$ cat config.mk
export PLATFORM = sky130hd
export DESIGN_NAME = pur_seq
export DESIGN_NICKNAME = d
export VERILOG_FILES = /design/src/hw/pur_pkg.sv /design/src/hw/pur_cnt_if.sv /design/src/hw/pur_delay_cnt.sv /design/src/hw/pur_seq.sv
export VERILOG_INCLUDE_DIRS = /design/src /design/src/hw
export SDC_FILE = /design/constraint.sdc
export NUM_CORES = 1
export LEC_CHECK = 0
export BUFFER_PORTS_ARGS = -buffer_cell sky130_fd_sc_hd__buf_2
export CORE_ASPECT_RATIO = 0.75
export CORE_MARGIN = 5
export CORE_UTILIZATION = 30
export DETAILED_ROUTE_END_ITERATION = 8
export SLEW_MARGIN = 0
export SYNTH_ARGS = -nofsm -noshare
export SYNTH_HDL_FRONTEND = slang
export SYNTH_SLANG_ARGS = --single-unit
$ cat constraint.sdc
create_clock -name ref_clk -period 3.8 [get_ports ref_clk]
set_clock_uncertainty 0.1 [all_clocks]
set_input_delay 0.19 -clock ref_clk [delete_from_list [all_inputs] [get_ports ref_clk]]
set_output_delay 0.19 -clock ref_clk [all_outputs]
set_load 0.05 [all_outputs]
$ cat src/hw/pur_regs.svh
/*
 * Register indices, field positions, reset values and timing constants of
 * the power-up reset sequencer.
 * Assumes a 250 MHz ref_clk and 32-bit AXI4-Lite with 12-bit byte addresses.
 */
`ifndef PUR_REGS_SVH
`define PUR_REGS_SVH

// ****************************************************************
// Register indices (byte address is four times the index)
// ****************************************************************
`define PUR_ADDR_W 12
`define PUR_IDX_POWER_CONTROL 10'h08E
`define PUR_IDX_IRQ_STATUS 10'h090
`define PUR_IDX_IRQ_MASK 10'h091
`define PUR_IDX_FLAGS 10'h092
`define PUR_IDX_CONFIG 10'h093

// ****************************************************************
// Field positions
// ****************************************************************
`define PUR_BIT_POR_FLAG 1
`define PUR_BIT_TIMEOUT 0
`define PUR_BIT_POWER_DOWN 1
`define PUR_BIT_CORE_RESET 2
`define PUR_BIT_DELAY_DISABLE 0
`define PUR_OSC_MODE_LSB 1
`define PUR_OSC_MODE_MSB 2
`define PUR_EV_POWER_ON 0
`define PUR_EV_WDT_RESET 1
`define PUR_EV_WDT_WAKE 2
`define PUR_EV_MASTER_CLEAR_PIN_RESET 3
`define PUR_EV_N 4

// ****************************************************************
// Reset values and bus answers
// ****************************************************************
`define PUR_CONFIG_RST 8'h02
`define PUR_MASK_RST 4'h0
`define PUR_RESP_OKAY 2'h0
`define PUR_RESP_SLVERR 2'h2

// ****************************************************************
// Timing
// ****************************************************************
`define PUR_CLK_MHZ 250
`define PUR_POWER_UP_DELAY_TIMER_TIME_US 72000
`define PUR_OST_CYCLES 1024
`define PUR_CNT_W 32

`endif

$ cat src/hw/pur_pkg.sv
/*
 * Types shared by the sequencer and its delay counter.
 * Assumes pur_regs.svh is on the include path.
 */
`include "pur_regs.svh"

package pur_pkg;

    typedef enum logic [1:0] {
        OSC_LOW_POWER_CRYSTAL,
        OSC_CRYSTAL,
        OSC_HIGH_SPEED_CRYSTAL,
        OSC_RESISTOR_CAPACITOR
    } pur_osc_e;

    typedef enum logic [2:0] {
        ST_SUPPLY_OFF,
        ST_POR_PULSE,
        ST_POWER_UP_DELAY,
        ST_OSC_STARTUP,
        ST_RUN,
        ST_SLEEP,
        ST_WAKE_STARTUP,
        ST_WDT_RESET
    } pur_state_e;

    typedef enum logic [2:0] {
        REG_NONE,
        REG_POWER_CONTROL,
        REG_IRQ_STATUS,
        REG_IRQ_MASK,
        REG_FLAGS,
        REG_CONFIG
    } pur_reg_e;

    typedef struct packed {
        logic busy;
        logic done;
        logic [`PUR_CNT_W-1:0] count;
    } pur_cnt_s;

    typedef struct packed {
        pur_state_e state;
        logic supply_prev;
        logic osc_prev;
        logic master_clear_pin_prev;
        logic core_reset;
        logic core_wake;
        logic por_flag;
        logic timeout_flag;
        logic power_down_flag;
        logic power_up_delay_timer_start;
        logic ost_start;
        logic [`PUR_EV_N-1:0] irq_status;
        logic [`PUR_EV_N-1:0] irq_mask;
        logic irq;
        logic [7:0] cfg;
        logic awready;
        logic wready;
        logic bvalid;
        logic [1:0] bresp;
        logic [`PUR_ADDR_W-1:0] waddr;
        logic [31:0] wdata;
        logic [3:0] wstrb;
        logic arready;
        logic rvalid;
        logic [1:0] rresp;
        logic [31:0] rdata;
    } pur_top_s;

endpackage : pur_pkg

$ cat src/hw/pur_cnt_if.sv
/*
 * Link between the sequencer and one delay counter.
 * Assumes both ends share ref_clk.
 */
`timescale 1ns/1ns
`include "pur_regs.svh"

interface pur_cnt_if;
    logic start;
    logic tick;
    logic [`PUR_CNT_W-1:0] limit;
    logic busy;
    logic done;

    modport ctl (output start, output tick, output limit, input busy, input done);
    modport cnt (input start, input tick, input limit, output busy, output done);
endinterface : pur_cnt_if

$ cat src/hw/pur_delay_cnt.sv
/*
 * Delay counter: counts limit ticks after a start pulse, then pulses done.
 * Assumes limit is at least one and stable while busy.
 */
`timescale 1ns/1ns
`include "pur_regs.svh"

module pur_delay_cnt (
    // Clock and reset
    input wire logic ref_clk,
    input wire logic rst_n,
    // Control link
    pur_cnt_if.cnt link
);

    pur_pkg::pur_cnt_s q;
    pur_pkg::pur_cnt_s next_q;

    assign link.busy = q.busy;
    assign link.done = q.done;

    always_comb begin
        next_q = q;
        next_q.done = 1'b0;
        if (link.start) begin
            next_q.busy = 1'b1;
            next_q.count = '0;
        end else if (q.busy && link.tick) begin
            if (q.count == link.limit - `PUR_CNT_W'(1)) begin
                next_q.busy = 1'b0;
                next_q.done = 1'b1;
            end else begin
                next_q.count = q.count + `PUR_CNT_W'(1);
            end
        end
    end

    always_ff @(posedge ref_clk or negedge rst_n) begin
        if (!rst_n) begin
            q <= '0;
        end else begin
            q <= next_q;
        end
    end

endmodule : pur_delay_cnt

$ cat src/hw/pur_seq.sv
/*
 * Power-up reset sequencer with power control register, reset-cause flags
 * and an AXI4-Lite register slave.
 * Assumes all pins synchronous to ref_clk; supply_good comes from an analog
 * supply detector, main_osc_input is the oscillator input sampled at ref_clk,
 * and ref_clk stands in for the internal RC oscillator.
 */
//
// Overview of operation
// - A rising supply makes an internal power-on pulse that starts the timeouts.
// - A falling supply causes no internal reset.
// - Power-up delay of nominally 72 ms, only after power-on, never other resets.
// - The power-up delay is timed by the internal RC clock, not the oscillator.
// - The chip stays in reset while the power-up delay runs.
// - Configuration bit set skips the power-up delay; cleared applies it.
// - After the power-up delay, 1024 oscillator input cycles pass before release.
// - Oscillator count only in crystal modes, only after power-on or wake.
// - Order: power-on pulse, then power-up delay, then oscillator count.
// - RC mode with power-up delay disabled has no timeout at all.
// - Power-on delays run despite master clear; late pin release starts at once.
// - Power-on flag bit 1 is forced to 0 by power-on only.
// - Power control bits 7..2 and bit 0 read as zero.
// - Power-on sets timeout and power-down status flags to 1.
// - Flags with power-on flag 1 tell watchdog reset, wake or sleep clear.
// - Watchdog timeout clears the timeout status flag.
// - Watchdog timeout resets when running, wakes the device when asleep.
//
`timescale 1ns/1ns
`include "pur_regs.svh"

module pur_seq #(
    parameter int unsigned POWER_UP_DELAY_TIMER_CYCLES = `PUR_POWER_UP_DELAY_TIMER_TIME_US * `PUR_CLK_MHZ,
    parameter int unsigned OST_CYCLES = `PUR_OST_CYCLES
) (
    // Clock and reset
    input wire logic ref_clk,
    input wire logic rst_n,
    // Supply, pins and oscillator
    input wire logic supply_good,
    input wire logic master_clear_pin_n,
    input wire logic main_osc_input,
    // Core and watchdog events
    input wire logic watchdog_timeout,
    input wire logic core_sleep_cmd,
    input wire logic core_clear_watchdog,
    // Core control
    output logic core_reset,
    output logic core_wake,
    output logic timeout_status_flag,
    output logic power_down_status_flag,
    output logic irq,
    // AXI4-Lite write address
    input wire logic [`PUR_ADDR_W-1:0] s_axi_awaddr,
    input wire logic [2:0] s_axi_awprot,
    input wire logic s_axi_awvalid,
    output logic s_axi_awready,
    // AXI4-Lite write data and response
    input wire logic [31:0] s_axi_wdata,
    input wire logic [3:0] s_axi_wstrb,
    input wire logic s_axi_wvalid,
    output logic s_axi_wready,
    output logic [1:0] s_axi_bresp,
    output logic s_axi_bvalid,
    input wire logic s_axi_bready,
    // AXI4-Lite read
    input wire logic [`PUR_ADDR_W-1:0] s_axi_araddr,
    input wire logic [2:0] s_axi_arprot,
    input wire logic s_axi_arvalid,
    output logic s_axi_arready,
    output logic [31:0] s_axi_rdata,
    output logic [1:0] s_axi_rresp,
    output logic s_axi_rvalid,
    input wire logic s_axi_rready
);

    // ****************************************************************
    // Elaboration checks
    // ****************************************************************
    if (POWER_UP_DELAY_TIMER_CYCLES < 1 || OST_CYCLES < 1) begin : g_bad_cycles
        $error("pur_seq: delay counts must be at least one cycle");
    end

    // ****************************************************************
    // Register decode
    // ****************************************************************
    function automatic pur_pkg::pur_reg_e reg_sel(input logic [`PUR_ADDR_W-1:0] a);
        pur_pkg::pur_reg_e r;
        unique case (a)
            {`PUR_IDX_POWER_CONTROL, 2'b00}: r = pur_pkg::REG_POWER_CONTROL;
            {`PUR_IDX_IRQ_STATUS, 2'b00}: r = pur_pkg::REG_IRQ_STATUS;
            {`PUR_IDX_IRQ_MASK, 2'b00}: r = pur_pkg::REG_IRQ_MASK;
            {`PUR_IDX_FLAGS, 2'b00}: r = pur_pkg::REG_FLAGS;
            {`PUR_IDX_CONFIG, 2'b00}: r = pur_pkg::REG_CONFIG;
            default: r = pur_pkg::REG_NONE;
        endcase
        return r;
    endfunction : reg_sel

    function automatic logic is_crystal(input logic [7:0] cfg);
        pur_pkg::pur_osc_e m;
        m = pur_pkg::pur_osc_e'(cfg[`PUR_OSC_MODE_MSB:`PUR_OSC_MODE_LSB]);
        return m != pur_pkg::OSC_RESISTOR_CAPACITOR;
    endfunction : is_crystal

    // ****************************************************************
    // Delay counters
    // ****************************************************************
    pur_pkg::pur_top_s q;
    pur_pkg::pur_top_s next_q;
    pur_cnt_if power_up_delay_timer_link ();
    pur_cnt_if ost_link ();
    assign power_up_delay_timer_link.start = q.power_up_delay_timer_start;
    assign power_up_delay_timer_link.tick = 1'b1;
    assign power_up_delay_timer_link.limit = `PUR_CNT_W'(POWER_UP_DELAY_TIMER_CYCLES);
    assign ost_link.start = q.ost_start;
    assign ost_link.tick = main_osc_input & ~q.osc_prev;
    assign ost_link.limit = `PUR_CNT_W'(OST_CYCLES);
    pur_delay_cnt u_power_up_delay_timer (
        .ref_clk(ref_clk),
        .rst_n(rst_n),
        .link(power_up_delay_timer_link)
    );
    pur_delay_cnt u_osc_startup_counter (
        .ref_clk(ref_clk),
        .rst_n(rst_n),
        .link(ost_link)
    );

    // ****************************************************************
    // Next state
    // ****************************************************************
    logic supply_rise;
    logic master_clear_pin_fall;
    logic wr_go;
    logic [`PUR_EV_N-1:0] ev;
    logic [`PUR_EV_N-1:0] ev_clr;
    pur_pkg::pur_reg_e wsel;
    pur_pkg::pur_reg_e rsel;
    assign supply_rise = supply_good & ~q.supply_prev;
    assign master_clear_pin_fall = q.master_clear_pin_prev & ~master_clear_pin_n;
    assign wr_go = ~q.awready & ~q.wready & ~q.bvalid;
    assign wsel = reg_sel(q.waddr);
    assign rsel = reg_sel(s_axi_araddr);
    always_comb begin
        next_q = q;
        ev = '0;
        ev_clr = '0;
        next_q.supply_prev = supply_good;
        next_q.osc_prev = main_osc_input;
        next_q.master_clear_pin_prev = master_clear_pin_n;
        next_q.power_up_delay_timer_start = 1'b0;
        next_q.ost_start = 1'b0;
        next_q.core_wake = 1'b0;

        // Write channel: address and data are taken in either order
        if (s_axi_awvalid && q.awready) begin
            next_q.awready = 1'b0;
            next_q.waddr = s_axi_awaddr;
        end
        if (s_axi_wvalid && q.wready) begin
            next_q.wready = 1'b0;
            next_q.wdata = s_axi_wdata;
            next_q.wstrb = s_axi_wstrb;
        end
        if (wr_go) begin
            next_q.bvalid = 1'b1;
            next_q.bresp = (wsel == pur_pkg::REG_NONE) ? `PUR_RESP_SLVERR : `PUR_RESP_OKAY;
        end
        if (wr_go && q.wstrb[0]) begin
            unique case (wsel)
                pur_pkg::REG_POWER_CONTROL: next_q.por_flag = q.wdata[`PUR_BIT_POR_FLAG];
                pur_pkg::REG_IRQ_STATUS: ev_clr = q.wdata[`PUR_EV_N-1:0];
                pur_pkg::REG_IRQ_MASK: next_q.irq_mask = q.wdata[`PUR_EV_N-1:0];
                pur_pkg::REG_CONFIG: next_q.cfg = q.wdata[7:0];
                pur_pkg::REG_FLAGS, pur_pkg::REG_NONE: begin
                end
            endcase
        end
        if (q.bvalid && s_axi_bready) begin
            next_q.bvalid = 1'b0;
            next_q.awready = 1'b1;
            next_q.wready = 1'b1;
        end

        // Read channel answers one cycle after the address is taken
        if (s_axi_arvalid && q.arready) begin
            next_q.arready = 1'b0;
            next_q.rvalid = 1'b1;
            next_q.rresp = `PUR_RESP_OKAY;
            next_q.rdata = '0;
            unique case (rsel)
                pur_pkg::REG_POWER_CONTROL: begin
                    next_q.rdata[`PUR_BIT_POR_FLAG] = q.por_flag;
                end
                pur_pkg::REG_IRQ_STATUS: next_q.rdata[`PUR_EV_N-1:0] = q.irq_status;
                pur_pkg::REG_IRQ_MASK: next_q.rdata[`PUR_EV_N-1:0] = q.irq_mask;
                pur_pkg::REG_FLAGS: begin
                    next_q.rdata[`PUR_BIT_TIMEOUT] = q.timeout_flag;
                    next_q.rdata[`PUR_BIT_POWER_DOWN] = q.power_down_flag;
                    next_q.rdata[`PUR_BIT_CORE_RESET] = q.core_reset;
                end
                pur_pkg::REG_CONFIG: next_q.rdata[7:0] = q.cfg;
                pur_pkg::REG_NONE: next_q.rresp = `PUR_RESP_SLVERR;
            endcase
        end
        if (q.rvalid && s_axi_rready) begin
            next_q.rvalid = 1'b0;
            next_q.arready = 1'b1;
        end

        // Sequencer
        unique case (q.state)
            pur_pkg::ST_SUPPLY_OFF: next_q.state = pur_pkg::ST_SUPPLY_OFF;
            pur_pkg::ST_POR_PULSE: begin
                if (!q.cfg[`PUR_BIT_DELAY_DISABLE]) begin
                    next_q.state = pur_pkg::ST_POWER_UP_DELAY;
                    next_q.power_up_delay_timer_start = 1'b1;
                end else if (is_crystal(q.cfg)) begin
                    next_q.state = pur_pkg::ST_OSC_STARTUP;
                    next_q.ost_start = 1'b1;
                end else begin
                    next_q.state = pur_pkg::ST_RUN;
                end
            end
            pur_pkg::ST_POWER_UP_DELAY: begin
                if (power_up_delay_timer_link.done) begin
                    if (is_crystal(q.cfg)) begin
                        next_q.state = pur_pkg::ST_OSC_STARTUP;
                        next_q.ost_start = 1'b1;
                    end else begin
                        next_q.state = pur_pkg::ST_RUN;
                    end
                end
            end
            pur_pkg::ST_OSC_STARTUP: begin
                if (ost_link.done) begin
                    next_q.state = pur_pkg::ST_RUN;
                end
            end
            pur_pkg::ST_RUN: begin
                if (master_clear_pin_fall) begin
                    ev[`PUR_EV_MASTER_CLEAR_PIN_RESET] = 1'b1;
                end
                if (master_clear_pin_n && watchdog_timeout) begin
                    next_q.state = pur_pkg::ST_WDT_RESET;
                    next_q.timeout_flag = 1'b0;
                    ev[`PUR_EV_WDT_RESET] = 1'b1;
                end else if (master_clear_pin_n && core_sleep_cmd && !q.core_reset) begin
                    next_q.state = pur_pkg::ST_SLEEP;
                    next_q.timeout_flag = 1'b1;
                    next_q.power_down_flag = 1'b0;
                end else if (master_clear_pin_n && core_clear_watchdog && !q.core_reset) begin
                    next_q.timeout_flag = 1'b1;
                    next_q.power_down_flag = 1'b1;
                end
            end
            pur_pkg::ST_SLEEP: begin
                if (!master_clear_pin_n) begin
                    // Pin reset during sleep keeps both flags as they stand
                    next_q.state = pur_pkg::ST_RUN;
                    ev[`PUR_EV_MASTER_CLEAR_PIN_RESET] = 1'b1;
                end else if (watchdog_timeout) begin
                    next_q.timeout_flag = 1'b0;
                    ev[`PUR_EV_WDT_WAKE] = 1'b1;
                    if (is_crystal(q.cfg)) begin
                        next_q.state = pur_pkg::ST_WAKE_STARTUP;
                        next_q.ost_start = 1'b1;
                    end else begin
                        next_q.state = pur_pkg::ST_RUN;
                        next_q.core_wake = 1'b1;
                    end
                end
            end
            pur_pkg::ST_WAKE_STARTUP: begin
                if (!master_clear_pin_n) begin
                    next_q.state = pur_pkg::ST_RUN;
                    ev[`PUR_EV_MASTER_CLEAR_PIN_RESET] = 1'b1;
                end else if (ost_link.done) begin
                    next_q.state = pur_pkg::ST_RUN;
                    next_q.core_wake = 1'b1;
                end
            end
            pur_pkg::ST_WDT_RESET: begin
                // Watchdog reset gets no power-up delay and no start-up count
                // power-up delay after power-up only, start-up count after power-up or wake
                next_q.state = pur_pkg::ST_RUN;
            end
        endcase

        // watchdog clears flag, also in wake count or with the pin just low
        if (watchdog_timeout && !q.core_reset) begin
            next_q.timeout_flag = 1'b0;
        end

        if (supply_rise) begin
            next_q.state = pur_pkg::ST_POR_PULSE;
            next_q.por_flag = 1'b0;
            next_q.timeout_flag = 1'b1;
            next_q.power_down_flag = 1'b1;
            next_q.core_wake = 1'b0;
            ev[`PUR_EV_POWER_ON] = 1'b1;
        end

        next_q.core_reset = !master_clear_pin_n || next_q.state inside {pur_pkg::ST_SUPPLY_OFF,
            pur_pkg::ST_POR_PULSE, pur_pkg::ST_POWER_UP_DELAY, pur_pkg::ST_OSC_STARTUP,
            pur_pkg::ST_WDT_RESET};

        // Set wins over a same-cycle write-one clear
        next_q.irq_status = (q.irq_status & ~ev_clr) | ev;
        next_q.irq = |(next_q.irq_status & next_q.irq_mask);
    end

    // ****************************************************************
    // State register
    // ****************************************************************
    always_ff @(posedge ref_clk or negedge rst_n) begin
        if (!rst_n) begin
            q <= '0;
            q.state <= pur_pkg::ST_SUPPLY_OFF;
            q.master_clear_pin_prev <= 1'b1;
            q.core_reset <= 1'b1;
            q.timeout_flag <= 1'b1;
            q.power_down_flag <= 1'b1;
            q.irq_mask <= `PUR_MASK_RST;
            q.cfg <= `PUR_CONFIG_RST;
            q.awready <= 1'b1;
            q.wready <= 1'b1;
            q.arready <= 1'b1;
        end else begin
            q <= next_q;
        end
    end

    // ****************************************************************
    // Outputs
    // ****************************************************************
    assign {core_reset, core_wake, timeout_status_flag, power_down_status_flag, irq} =
        {q.core_reset, q.core_wake, q.timeout_flag, q.power_down_flag, q.irq};
    assign {s_axi_awready, s_axi_wready, s_axi_bvalid, s_axi_bresp} =
        {q.awready, q.wready, q.bvalid, q.bresp};
    assign {s_axi_arready, s_axi_rvalid, s_axi_rresp, s_axi_rdata} =
        {q.arready, q.rvalid, q.rresp, q.rdata};

endmodule : pur_seq

Word-level counts from Yosys, hierarchy flattened
Index checks and enable logic that the tools add are counted.
{"block": "word_totals", "reg_bits": 136, "input_bits": 79, "word_cells": 208}
{"block": "op_classes", "add_sub_neg": 2, "n_eq_ne": 39, "muxes": 78, "n_bitwise": 15, "n_reduce_logical": 42}
{"cell": "2-to-1 mux 32 bit", "count": 4}
{"cell": "== test 12 x 10 -> 1 bit (second input constant)", "count": 10}
{"cell": "2-to-1 mux 34 bit", "count": 2}
{"cell": "adder 32 x 1 -> 32 bit (second input constant)", "count": 2}
{"cell": "2-to-1 mux 3 bit", "count": 12}
{"cell": "2-to-1 mux 36 bit", "count": 1}
{"cell": "2-to-1 mux 1 bit", "count": 34}
{"cell": "== test 32 x 10 -> 1 bit (second input constant)", "count": 1}
{"cell": "== test 32 x 25 -> 1 bit (second input constant)", "count": 1}
{"cell": "one-hot mux 3 bit (5 select lines)", "count": 2}
{"cell": "== test 3 x 2 -> 1 bit (second input constant)", "count": 8}
{"cell": "== test 3 bit (second input constant)", "count": 8}
{"cell": "2-to-1 mux 4 bit", "count": 6}
{"cell": "one-hot mux 3 bit (8 select lines)", "count": 1}
{"cell": "nonzero test 2 bit", "count": 10}
{"cell": "2-to-1 mux 2 bit", "count": 8}
{"cell": "logical AND 1 bit", "count": 13}
{"cell": "== test 3 x 1 -> 1 bit (second input constant)", "count": 4}
{"cell": "logical NOT 3 bit", "count": 4}
{"cell": "AND reduction 2 bit", "count": 5}
{"cell": "bitwise AND 4 bit", "count": 2}
{"cell": "!= test 2 bit (second input constant)", "count": 4}
{"cell": "!= test 4 bit (second input constant)", "count": 2}
{"cell": "one-hot mux 1 bit (4 select lines)", "count": 2}
{"cell": "other kinds (17)", "count": 30}

Longest topological paths before layout
{"block": "depth", "ltp_word": 10, "depth_mapped": 9, "ltp_nobuf": 7}

By module
A second synthesis with hierarchy kept.
{"block": "hier_totals", "cells_unflattened": 1116, "area_unflattened_um2": 9949.5}
{"module": "pur_delay_cnt", "n_inst": 2, "cells_per_inst": 407, "area_per_inst_um2": 3303.2}
{"module": "pur_seq", "n_inst": 1, "cells_per_inst": 302, "area_per_inst_um2": 3343.2}

Worst setup path before layout
OpenSTA, ideal clock, no wires.
{"block": "synth_path", "path_kind": "reg2reg", "from": "register q (netlist bit s_axi_bvalid)", "to": "register q (netlist bit irq)", "t_arrival_ps": 2072, "required_time_ps": 3565, "setup_slack_ps": 1494, "stages_incl_launch_ff": 8, "synth_period_minus_slack_ps": 2306, "cell_sequence": "dfrtp_1 nor3_1 and4_1 and4b_1 clkbuf_1 mux2_2 a21oi_1 o211ai_1"}
{"element": "start: declaration", "line_no": "pur_seq.sv:108", "text": "pur_pkg::pur_top_s q;"}
{"element": "start signal: assignment", "line_no": "pur_seq.sv:330", "text": "q <= next_q;"}

Final worst setup path
{"block": "layout_path", "from": "register u_power_up_delay_timer.q[9] (netlist bit)", "to": "register u_power_up_delay_timer.q[26] (netlist bit)"}
{"block": "layout_between", "elab_chain_cells": 4}
{"element": "start: declaration", "line_no": "pur_delay_cnt.sv:16", "text": "pur_pkg::pur_cnt_s q;"}
{"element": "start signal: assignment", "line_no": "pur_delay_cnt.sv:42", "text": "q <= next_q;"}
{"element": "adder 32 x 1 -> 32 bit", "line_no": "pur_delay_cnt.sv:33", "text": "next_q.count = q.count + `PUR_CNT_W'(1);"}
{"element": "2-to-1 mux 32 bit", "line_no": "pur_delay_cnt.sv:29", "text": "if (q.count == link.limit - `PUR_CNT_W'(1)) begin"}
{"element": "2-to-1 mux 34 bit", "line_no": "pur_delay_cnt.sv:28", "text": "end else if (q.busy && link.tick) begin"}
{"element": "2-to-1 mux 32 bit", "line_no": "pur_delay_cnt.sv:25", "text": "if (link.start) begin"}
Several ways; a longest one is shown, not always the timed one. The select of a mux whose other input is x is not followed.
A chain may end at the register's enable or synchronous reset.

==> metrics.cfg <==
[outcome]
outcome = finished clean

[timing]
hold_viol_final = 0
max_freq_mhz = 395
grt_setup_unrepaired = no
timing.final.crit_share = 0.666
slew_headroom = 0.473
period_needed_ns = 2.53
setup_ws_ns = 1.27
setup_viol = 0
worstMarginPinSlew_ns = 0.790
report.final.slew_viol_count = 0
setup_tns_ns = 0

[synth]
synthMuxAreaShare = 0.0655
yosysWarnings = 0
synthFlopType = dfrtp_1
synth-simple-area-share = 0.237
syn_area_per_cell_sq_um = 9.80
synthAdderAreaFrac = 0.00365
seq_area_frac_synth = 0.490
netlist_instances = 700
syn_area_sq_um = 6860
synth-compound-area-share = 0.0817
ys_async_sr_fraction = 1.00
ys_types = 62
synth_top_family_by_area = simple AND/OR/NAND/NOR gates
synth-seq-cells = 134
synth_xor_xnor_area_share = 0.0613
synth_edf_count = 0

[power_and_ir_drop]
p_total_uw = 4290
power.share.sequential = 0.436
pwr-share-clk = 0.393
p_sw_frac = 0.299
peakVddDrop_mv = 0.294
powerDensity_nw_per_um2 = 517
p_int_uw = 3000
leakage_uw = 0.00354
p_switching_uw = 1280
combPwrFrac = 0.171

[global_routing]
grtUsageMet2 = 0.163
grt_max_degree = 86
grt_pass1_vias = 4987
met1_usage = 0.182
use_met3 = 0.0273
overflow = 0
antenna_found_initial = 0
grtUsageTotal = 0.118
grt_pass1_wl_microns = 25400
top_usage_layer = met1

[placement]
portBuffers = 65
place.gp.congestion = 0.815
placed_area_sq_um = 7340
dp_hpwl_microns = 10300
post-place-ws_ns = 1.30

[clock_tree]
clkTransAtPathRegs_ns = 0.06
postCtsHoldBufs = 34
tritoncts = yes
cts_sinks = 134
cts_setup_buffers = 0
cts_inserted_buffers = 17
clk_latency_ns = 0.42
htreeDepth = 4
ctsResizeCount = 0
cts_root_buf = clkbuf_16
cts_buffer_depth = 2

[final_layout]
multi_input_area_sq_um = 3180
final_common_cell = dfrtp_1
n_antenna_cell = 0
finish.utilization = 0.372
nNetsFinal = 871
finish.instance_area_sq_um = 8280
final_cell_mix = dfrtp_1 (126), nor2_1 (76), nand2_1 (70)
layout-drive-gt1-share = 0.191
syn2layout_area_growth_pct = 20.7
fillers = 2217
seq_area_sq_um = 3360

[drt]
routed_wl_microns = 15000
first_iter_violations = 319
wl_per_cell_microns = 13.7
route.detailed.drc = 0
via_per_inst = 4.75
firstDrtPassIters = 4
ant_nets = 0
vias = 5212

[setup_path]
cp-start-kind = flip-flop
cp.required_ns = 3.99
critPathCaptureType = flip-flop
worst-path-max-fanout = 17
cp_data_arrival_time_ns = 2.72
crit_type = flip-flop to flip-flop

[die]
die-area_sq_um = 26000
initial_utilization = 0.308
io_pins = 125
fp-row-count = 47
die_h_microns = 141
dieWidth_microns = 185
core_sq_um = 22300

[min_path]
hp-class = input pin to flip-flop

[job]
maxCapViolCount = 0

-- final timing paths --
path                                             startpoint                      endpoint  slack (ns)  cells past startpoint
worst min-delay path                    core_clear_watchdog        power_down_status_flag        0.02                      3
min in group asynchronous                             rst_n  u_power_up_delay_timer.q[13]        0.30                      2
worst max register to register  u_power_up_delay_timer.q[9]  u_power_up_delay_timer.q[26]        1.27                      6
max in group asynchronous                             rst_n   u_osc_startup_counter.q[20]        2.43                      3
worst max-delay path            u_power_up_delay_timer.q[9]  u_power_up_delay_timer.q[26]        1.27                      6
worst min register to register               s_axi_rresp[1]                s_axi_rresp[1]        0.37                      2
-- logic make-up after synthesis --
group | after synthesis
mux | 41
buf+inv | 74
fa+ha+maj | 2
compound gates | 90
xor+xnor | 48
flops | 134
simple gates | 310
other cells | 1
-- power by group through the flow --
stage,clock (uW),combinational (uW),sequential (uW)
after CTS,1710,743,1860
after floorplan,0,546,1860
after global routing,1790,821,1900
after global placement,0,692,1890
after detailed placement,0,704,1890
final,1680,734,1870
-- through the flow --
stage / std cells / hold slack (ns)
3_5_place_dp: 1031 / 0.210
5_1_grt: 1097 / 0.0262
6_report: 1097 / 0.0247
3_3_place_gp: 1031 / 0.205
2_1_floorplan: 725 / -0.206
4_1_cts: 1097 / 0.00945
-- sequential cells by signal (all words and copies together) (netlist names), 8 cells and up --
register and cells:
u_osc_startup_counter.q 32, s_axi_rdata 8, q 44, u_power_up_delay_timer.q 32
-- area by class of cell --
class / count / share of cell area
multi-input cells: 517 / 0.383
clock buffers: 18 / 0.0518
well taps: 294 / 0.0444
inverters: 16 / 0.00725
clock inverters: 14 / 0.0213
flip-flops and latches: 134 / 0.406
repair buffers: 104 / 0.0857
-- worst max-delay path: stages, from the launching register on --
cell,delay (ns)
dfrtp_1,0.45
nor4_1,0.36
nand4_1,0.33
o31ai_4,0.73
nor4_1,0.19
xnor2_1,0.20
nor2_1,0.06
-- cell usage after synthesis, types with 3 or more instances --
master	number	area [sq um]
inv_1	16	60.1
nor4_1	24	150
nor3_1	18	90.1
o22ai_1	3	18.8
clkbuf_1	18	67.6
nor2b_1	7	43.8
a21o_1	4	30.0
and2_1	5	31.3
nand4_1	19	119
and4_1	3	26.3
nand3b_1	6	45.0
mux2_2	31	349
or4_1	3	22.5
or2_2	4	25.0
mux2i_1	10	100
dfstp_2	8	210
dfrtp_1	126	3150
a21oi_1	21	105
xnor2_1	28	245
or3_1	13	81.3
o21ai_0	33	165
nand2_1	70	263
a31oi_1	6	37.5
nor3b_1	3	22.5
o31ai_1	3	22.5
nand3_1	28	140
and3_1	6	37.5
buf_4	36	270
xor2_1	20	175
nand2b_1	5	31.3
nor2_1	76	285
a22o_1	4	35.0
nor4b_1	5	43.8
-- metal layers --
layer | vias to the layer above | wire [microns]
met1 | 2483 | 7760
met2 | 112 | 6230
met4 | 0 | 260
met3 | 19 | 769
met5 | - | 0
li1 | 2598 | -
(Power assumes the default switching activity.)
